### config.mk
export PLATFORM = sky130hd
export DESIGN_NAME = dlp_controller_flat
export DESIGN_NICKNAME = d
export VERILOG_FILES = /design/src/design/dlp_pkg.sv /design/src/design/dlp_link_if.sv /design/src/design/dlp_controller.sv /design/src/flat_wrapper.sv
export VERILOG_INCLUDE_DIRS = /design/src /design/src/design
export SDC_FILE = /design/constraint.sdc
export NUM_CORES = 1
export LEC_CHECK = 0
export BUFFER_PORTS_ARGS = -buffer_cell sky130_fd_sc_hd__buf_2
export CAP_MARGIN = 30
export CORE_ASPECT_RATIO = 0.7
export CORE_MARGIN = 2
export CORE_UTILIZATION = 50
export DETAILED_ROUTE_END_ITERATION = 12
export GPL_TIMING_DRIVEN = 0
export PLACE_DENSITY_LB_ADDON = 0.15
export RECOVER_POWER = 100
export SLEW_MARGIN = 20
export SYNTH_ARGS = -nofsm -noshare
export SYNTH_HDL_FRONTEND = slang
export SYNTH_SLANG_ARGS = --single-unit
### constraint.sdc
create_clock -name core_clk -period 3.35 [get_ports core_clk]
set_input_delay 0.335 -clock core_clk [delete_from_list [all_inputs] [get_ports core_clk]]
set_output_delay 0.335 -clock core_clk [all_outputs]
set_load 0.01 [all_outputs]
### src/design/dlp_defines.svh
// timing constants for the dram timing-rule pair (device end and controller end)
// assumes a single 10 MHz core clock; all counts are in clock cycles
`ifndef DLP_DEFINES_SVH
`define DLP_DEFINES_SVH
`define DLP_CLK_PERIOD_PS      100000
`define DLP_LEVEL_FIRST_NCK    40
`define DLP_LEVEL_STROBE_NCK   25
`define DLP_MODE_SET_NCK       4
`define DLP_WSTART_FULL_NCK    4
`define DLP_WSTART_FIXCHOP_NCK 2
`define DLP_WRPD_EXTRA_NCK     4
`define DLP_SHORT_IMPEDANCE_CALIBRATION_MAX_NCK       64
`define DLP_SHORT_IMPEDANCE_CALIBRATION_WORK_NCK      8
`define DLP_SHORT_IMPEDANCE_CALIBRATION_STEP_PERMIL   5
`define DLP_REF_BUSY_NCK       6
`define DLP_ACT_BUSY_NCK       3
`define DLP_FROZEN_EXIT_PS     24000
`define DLP_REF_PD_NCK         1
`define DLP_MPR_SPACING_NCK    4
`define DLP_MPR_BURST_NCK      4
`define DLP_FROZEN_EXIT_MIN_NCK 10
`define DLP_SHORT_IMPEDANCE_CALIBRATION_GAP_NCK       16
`define DLP_WL_RESET_NCK       5
`endif

### src/design/dlp_pkg.sv
// shared types for the dram timing-rule pair
// assumes nothing beyond the defines header
package dlp_pkg;
  typedef enum logic [3:0] {
    DLP_CMD_NOP   = 4'h0,
    DLP_CMD_MRS   = 4'h1,
    DLP_CMD_ACT   = 4'h2,
    DLP_CMD_PRE   = 4'h3,
    DLP_CMD_RD    = 4'h4,
    DLP_CMD_RDA   = 4'h5,
    DLP_CMD_WR    = 4'h6,
    DLP_CMD_WRA   = 4'h7,
    DLP_CMD_REF   = 4'h8,
    DLP_CMD_SHORT_IMPEDANCE_CALIBRATION  = 4'h9,
    DLP_CMD_ODT   = 4'hA,
    DLP_CMD_LEVEL = 4'hB,
    DLP_CMD_MPR   = 4'hC
  } dlp_cmd_t;
  typedef enum logic [1:0] {
    DLP_BURST_FULL     = 2'h0,
    DLP_BURST_CHOP_OTF = 2'h1,
    DLP_BURST_CHOP_FIX = 2'h2
  } dlp_burst_t;
endpackage

### src/design/dlp_link_if.sv
// command link between controller end and device end
// assumes both ends share core_clk
`timescale 1ns/10ps
`default_nettype none
interface dlp_link_if;
  import dlp_pkg::*;
  dlp_cmd_t   cmd;
  logic       cmd_valid;
  dlp_burst_t burst;
  logic [3:0] write_latency;
  logic [4:0] wr_cycles;
  logic       cke;
  logic       strobe_en;
  logic       strobe_rise;
  logic       dll_locked;
  modport ctrl (output cmd, cmd_valid, burst, write_latency, wr_cycles, cke, strobe_en, strobe_rise,
                input dll_locked);
  modport dev  (input cmd, cmd_valid, burst, write_latency, wr_cycles, cke, strobe_en, strobe_rise,
                output dll_locked);
endinterface
`default_nettype wire

### src/design/dlp_controller.sv
// controller end: per-constraint counters gate the mode-set, locked-dll and short-calibration command classes
// assumes user requests arrive on core_clk; one request at a time
`timescale 1ns/10ps
`default_nettype none
`include "dlp_defines.svh"
module dlp_controller #(
  parameter int WRITE_RECOVERY_PS = 15000
) (
  // clock and reset
  input  wire logic        core_clk,
  input  wire logic        resetn,
  // user request
  input  wire dlp_pkg::dlp_cmd_t   req_cmd,
  input  wire logic                req_valid,
  output logic                     req_ready,
  input  wire dlp_pkg::dlp_burst_t req_burst,
  input  wire logic [3:0]          req_write_latency,
  input  wire logic                req_powerdown,
  // link
  dlp_link_if.ctrl         link
);
  import dlp_pkg::*;

  // round a picosecond figure up to whole cycles, at least one
  function automatic logic [7:0] ps_to_nck(input int ps);
    int n;
    n = (ps + `DLP_CLK_PERIOD_PS - 1) / `DLP_CLK_PERIOD_PS;
    ps_to_nck = (n < 1) ? 8'h01 : 8'(n);
  endfunction

  localparam logic [7:0] WR_NCK   = ps_to_nck(WRITE_RECOVERY_PS);
  localparam logic [7:0] XPDLL_NCK = (ps_to_nck(`DLP_FROZEN_EXIT_PS) > 8'(`DLP_FROZEN_EXIT_MIN_NCK)) ?
                                      ps_to_nck(`DLP_FROZEN_EXIT_PS) : 8'(`DLP_FROZEN_EXIT_MIN_NCK);

  logic [7:0] mrs_cnt_q, lvl_cnt_q, pd_cnt_q, mpr_cnt_q, dll_cnt_q, zq_cnt_q;
  logic       lvl_active_q, cke_q;

  wire logic is_mrs   = (req_cmd == DLP_CMD_MRS) || (req_cmd == DLP_CMD_LEVEL) || (req_cmd == DLP_CMD_MPR);
  wire logic need_dll = (req_cmd == DLP_CMD_RD) || (req_cmd == DLP_CMD_RDA) || (req_cmd == DLP_CMD_ODT);
  wire logic is_wr    = (req_cmd == DLP_CMD_WR) || (req_cmd == DLP_CMD_WRA);

  // each gated class blocked until its counters run out; mode-set class also waits on mpr_cnt_q, which only RD loads (not RDA or ODT)
  always_comb begin
    req_ready = cke_q && !req_powerdown;
    if (is_mrs && (mrs_cnt_q != 8'h00 || mpr_cnt_q != 8'h00)) req_ready = 1'b0;
    if (need_dll && (!link.dll_locked || dll_cnt_q != 8'h00)) req_ready = 1'b0;
    if (req_cmd == DLP_CMD_SHORT_IMPEDANCE_CALIBRATION && zq_cnt_q != 8'h00) req_ready = 1'b0;
  end
  wire logic fire = req_valid && req_ready;

  always_ff @(posedge core_clk) begin
    if (!resetn) begin
      link.cmd       <= DLP_CMD_NOP;
      link.cmd_valid <= 1'b0;
      link.burst     <= DLP_BURST_FULL;
      link.write_latency <= 4'(`DLP_WL_RESET_NCK);
      link.wr_cycles <= 5'h00;
    end else begin
      link.cmd_valid <= fire;
      link.cmd       <= fire ? req_cmd : DLP_CMD_NOP;
      if (fire) begin
        link.burst         <= req_burst;
        link.write_latency <= req_write_latency;
        link.wr_cycles     <= 5'(WR_NCK);
      end
    end
  end

  // counters decrement on edges only
  always_ff @(posedge core_clk) begin
    if (!resetn) begin
      mrs_cnt_q <= 8'h00;
      mpr_cnt_q <= 8'h00;
    end else begin
      mrs_cnt_q <= (fire && is_mrs) ? 8'(`DLP_MODE_SET_NCK - 1) :
                   (mrs_cnt_q != 8'h00 ? mrs_cnt_q - 8'h01 : 8'h00);
      mpr_cnt_q <= (fire && req_cmd == DLP_CMD_RD) ? 8'(`DLP_MPR_SPACING_NCK + `DLP_MPR_BURST_NCK) :
                   (mpr_cnt_q != 8'h00 ? mpr_cnt_q - 8'h01 : 8'h00);
    end
  end

  // drift-based gap between short calibrations is fixed at build time, not measured
  always_ff @(posedge core_clk) begin
    if (!resetn)
      zq_cnt_q <= 8'h00;
    else if (fire && req_cmd == DLP_CMD_SHORT_IMPEDANCE_CALIBRATION)
      zq_cnt_q <= 8'(`DLP_SHORT_IMPEDANCE_CALIBRATION_GAP_NCK - 1);
    else if (zq_cnt_q != 8'h00)
      zq_cnt_q <= zq_cnt_q - 8'h01;
  end

  // write leveling strobe timing
  always_ff @(posedge core_clk) begin
    if (!resetn) begin
      lvl_cnt_q    <= 8'h00;
      lvl_active_q <= 1'b0;
    end else if (fire && req_cmd == DLP_CMD_LEVEL) begin
      lvl_cnt_q    <= 8'h00;
      lvl_active_q <= 1'b1;
    end else if (fire && req_cmd == DLP_CMD_MRS) begin
      lvl_active_q <= 1'b0;
    end else if (lvl_active_q && lvl_cnt_q != 8'hFF) begin
      lvl_cnt_q <= lvl_cnt_q + 8'h01;
    end
  end
  assign link.strobe_en   = lvl_active_q && (lvl_cnt_q >= 8'(`DLP_LEVEL_STROBE_NCK));
  assign link.strobe_rise = lvl_active_q && (lvl_cnt_q == 8'(`DLP_LEVEL_FIRST_NCK));

  // power-down entry guard: write, refresh; clock may be slow, refresh kept by user
  always_ff @(posedge core_clk) begin
    if (!resetn)
      pd_cnt_q <= 8'h00;
    else if (fire && is_wr)
      pd_cnt_q <= 8'({4'h0, req_write_latency}) + 8'(`DLP_WRPD_EXTRA_NCK) + WR_NCK;
    else if (fire && req_cmd == DLP_CMD_REF)
      pd_cnt_q <= 8'(`DLP_REF_PD_NCK);
    else if (pd_cnt_q != 8'h00)
      pd_cnt_q <= pd_cnt_q - 8'h01;
  end

  // cke may drop while device still busy; device finishes internally
  always_ff @(posedge core_clk) begin
    if (!resetn)
      cke_q <= 1'b1;
    else if (req_powerdown && pd_cnt_q == 8'h00 && !fire)
      cke_q <= 1'b0;
    else if (!req_powerdown)
      cke_q <= 1'b1;
  end
  assign link.cke = cke_q;

  // after power-down exit, locked-dll commands wait the frozen exit delay
  always_ff @(posedge core_clk) begin
    if (!resetn)
      dll_cnt_q <= 8'h00;
    else if (!cke_q)
      dll_cnt_q <= XPDLL_NCK;
    else if (dll_cnt_q != 8'h00)
      dll_cnt_q <= dll_cnt_q - 8'h01;
  end
endmodule
`default_nettype wire

### src/flat_wrapper.sv
// flat-port wrapper written by rule: the top's interface ports become plain ports
module dlp_controller_flat import dlp_pkg::*;
#(
  parameter int WRITE_RECOVERY_PS = 15000
)
  (core_clk, resetn, req_cmd, req_valid, req_ready, req_burst, req_write_latency, req_powerdown, link_cmd, link_cmd_valid, link_burst, link_write_latency, link_wr_cycles, link_cke, link_strobe_en, link_strobe_rise, link_dll_locked);
  dlp_link_if link_i ();
  input  wire logic core_clk;
  input  wire logic resetn;
  input  wire dlp_pkg::dlp_cmd_t req_cmd;
  input  wire logic req_valid;
  output logic req_ready;
  input  wire dlp_pkg::dlp_burst_t req_burst;
  input  wire logic [3:0] req_write_latency;
  input  wire logic req_powerdown;
  output wire logic [$bits(link_i.cmd)-1:0] link_cmd;
  output wire logic [$bits(link_i.cmd_valid)-1:0] link_cmd_valid;
  output wire logic [$bits(link_i.burst)-1:0] link_burst;
  output wire logic [$bits(link_i.write_latency)-1:0] link_write_latency;
  output wire logic [$bits(link_i.wr_cycles)-1:0] link_wr_cycles;
  output wire logic [$bits(link_i.cke)-1:0] link_cke;
  output wire logic [$bits(link_i.strobe_en)-1:0] link_strobe_en;
  output wire logic [$bits(link_i.strobe_rise)-1:0] link_strobe_rise;
  input wire logic [$bits(link_i.dll_locked)-1:0] link_dll_locked;
  assign link_cmd = link_i.cmd;
  assign link_cmd_valid = link_i.cmd_valid;
  assign link_burst = link_i.burst;
  assign link_write_latency = link_i.write_latency;
  assign link_wr_cycles = link_i.wr_cycles;
  assign link_cke = link_i.cke;
  assign link_strobe_en = link_i.strobe_en;
  assign link_strobe_rise = link_i.strobe_rise;
  assign link_i.dll_locked = link_dll_locked;
  dlp_controller #(.WRITE_RECOVERY_PS(WRITE_RECOVERY_PS)) u_core (.core_clk(core_clk), .resetn(resetn), .req_cmd(req_cmd), .req_valid(req_valid), .req_ready(req_ready), .req_burst(req_burst), .req_write_latency(req_write_latency), .req_powerdown(req_powerdown), .link(link_i));
endmodule
==> impl_metrics.csv <==
group,metric,value,unit
layout,antennaDiodeCount,0,
outcome,status,"completed",
drt,antenna_left,0,
floorplan,die_y,69.9,µm
drt,wl_per_cell,13.3,µm
placement,dp_slack,903,ps
floorplan,fp.dieW,98.2,µm
placement,gp_congestion,0.792,
power,power_density,878,mW/mm²
setup_path,cp.buffers_inverters,1,
setup_path,end_kind,"flip-flop",
synth,syn_inst,355,
sta,period_needed,2780,ps
sta,slew_headroom,56.8,%
min_path,min_path_type,"in -> reg",
clocking,cts_tree,"built",
setup_path,critical_path_class,"reg -> reg",
placement,place_hpwl,4570,µm
drt,drt_iter0_markers,107,
job,maxCapViolations,0,
clocking,cts_buffers,9,
sta,holdWs,186,ps
synth,synth.largest_area_cell,"dfxtp_1",
layout,drive_gt1_share,9.98,%
setup_path,reg2reg_slack,570,ps
global_routing,grt_max_degree,12,
synth,post-synth-top-count-cell,"dfxtp_1",
clocking,clk_path_buf_depth,2,
floorplan,die-area,0.00686,mm²
synth,synthArstFlopShare,0,%
global_routing,grt_use_total,20.0,%
clocking,numClockSinks,62,
clocking,cts_resized,0,
floorplan,std_cell_rows,23,
layout,syn_to_final_growth,14.2,%
clocking,clock_latency,340,ps
sta,fin_crit_sh,82.9,%
sta,skew,12.3,ps
power,peakVddDrop,0.469,mV
synth,synth_area_leaders,"dfxtp_1, ha_1, nor2_1",
clocking,clk_pin_slew_worst_paths,70,ps
floorplan,io_pins,35,
layout,utilization,60.3,%
clocking,ctsHoldBuffers,0,
sta,fmax,360,MHz
synth,netlist_area,0.00310,mm²
floorplan,coreArea,0.00587,mm²
layout,final_area,0.00354,mm²
drt,num_vias,2543,
placement,placed_cell_area,0.00334,mm²
setup_path,cp_slowest_cell,"or4_1",
synth,yosys.area.top_type_share,40.0,%
setup_path,crit_chain,"or4_1 > nor4b_4 > o211ai_1 > nor3_4 > clkbuf_1 > nand4_1 > a21oi_1",
layout,layout.nets,426,
synth,netlist_top_cells_count,"dfxtp_1, nor2_1, nand2_1, inv_1",
sta,setup_viol,0,
power,p_leak,1.45,nW
global_routing,grt_pass1_vias,2459,
global_routing,antenna_found_initial,0,
setup_path,worst-path-max-fanout,10,
synth,synth_cell_types,54,
sta,hold_viol,0,
drt,wl,6350,µm
sta,drv_slew,0,
clocking,cts_root_buf,"clkbuf_8",
sta,layout_setup_ws,572,ps
sta,rsz0062_at_grt,"no",
synth,ys_warn_count,0,
synth,syn_avg_cell_area,8.74,µm²
clocking,post_cts_buffers,0,
drt,routed_via_density,5.34,
setup_path,worstPathRequired,3610,ps
synth,synthFlopType,"dfxtp_1",
synth,yosysSeqAreaShare,40.0,%
floorplan,initial_utilization,52.9,%
synth,synth_edf_count,0,
setup_path,cp_top_family,"simple AND/OR/NAND/NOR gates",
layout,fillers,542,
setup_path,max_stage_delay,630,ps
placement,io_buffers,27,
setup_path,setup.worst_path.start_class,"flip-flop",
global_routing,gr-total-overflow,0,
clocking,htree_levels,3,
drt,route.detailed.drc,0,
drt,first_pass_iters,4,
setup_path,worstPathArrival,3040,ps
sta,finalSetupTns,0,ps
global_routing,grt_pass1_wl,11100,µm
sta,tightestPinTransition,645,ps
synth,synth.ff_latch_count,62,
worst reg2reg max path: stages, from the launching register on:
cell      delay [ps]
dfxtp_1          340
or4_1            630
nor4b_4          390
o211ai_1         300
nor3_4           340
clkbuf_1         400
nand4_1          160
a21oi_1          140
state kept, by name, summed over array words and instances (netlist names), 2 cells and up:
register                   cells
u_core.dll_cnt_q               8
u_core.link.burst              2
u_core.link.cmd                4
u_core.link.write_latency      4
u_core.lvl_cnt_q               8
u_core.mpr_cnt_q               8
u_core.mrs_cnt_q               8
u_core.pd_cnt_q                8
u_core.zq_cnt_q                8
stage by stage:
step / total power, mW / std cells
floorplan: 2.10 / 358
CTS: 3.16 / 476
global route: 3.38 / 476
global placement: 2.31 / 460
finish: 3.11 / 476
detailed placement: 2.33 / 460
power breakdown:
part	internal (mW)	total, mW	switching (mW)
clock	0.513	0.804	0.291
sequential	0.939	1.11	0.175
combinational	0.543	1.19	0.648
cell type report:
class | count | area [µm²] | area share [%]
sequential | 62 | 1240 | 35.0
clock inverter | 6 | 109 | 3.07
inverter | 22 | 82.6 | 2.33
clock buffer | 10 | 138 | 3.89
buffer | 14 | 72.6 | 2.05
tap | 75 | 93.8 | 2.65
timing repair buffer | 27 | 115 | 3.25
multi-input combinational | 260 | 1690 | 47.7
final timing paths:
check / from / endpoint / cells past startpoint
max reg2reg: u_core.zq_cnt_q[2] / u_core.mpr_cnt_q[3] / 7
min: req_powerdown / u_core.link.cke / 2
max: u_core.zq_cnt_q[2] / u_core.mpr_cnt_q[3] / 7
min reg2reg: u_core.mpr_cnt_q[0] / u_core.mpr_cnt_q[0] / 1
layer usage:
layer  global-route usage [%]  up-vias  part of all wire, %
li1                         -     1317                    -
met1                     26.1     1170                   51
met2                     30.8       50                   43
met3                     8.21        6                  5.0
met4                     5.33        0                 0.96
met5                        0        -                    0
cell families after synthesis:
family	synth area share, %
and+or+nand+nor	24.6
DFF	40.0
AOI/OAI and AO/OA	13.5
buffers and inverters	5.32
xor gates and xnor gates	8.47
adders and majority gates	6.05
muxes	1.94
other	0.121
layout by cell type (no fill, tap or decap), drive strengths merged, types with 3 or more instances in the layout:
master / instances
nand2: 30
nor3: 12
or4: 4
inv: 22
xnor2: 19
mux2i: 6
a21oi: 20
a31o: 3
bufinv: 3
nand3: 13
o21ai: 8
ha: 15
and3: 9
nand2b: 4
a32oi: 5
clkbuf: 34
buf: 17
xor2: 11
nor2: 47
clkinv: 3
conb: 4
dfxtp: 62
nor4: 9
o31ai: 4
nand4: 4
Power figures use the tool's default switching activity.
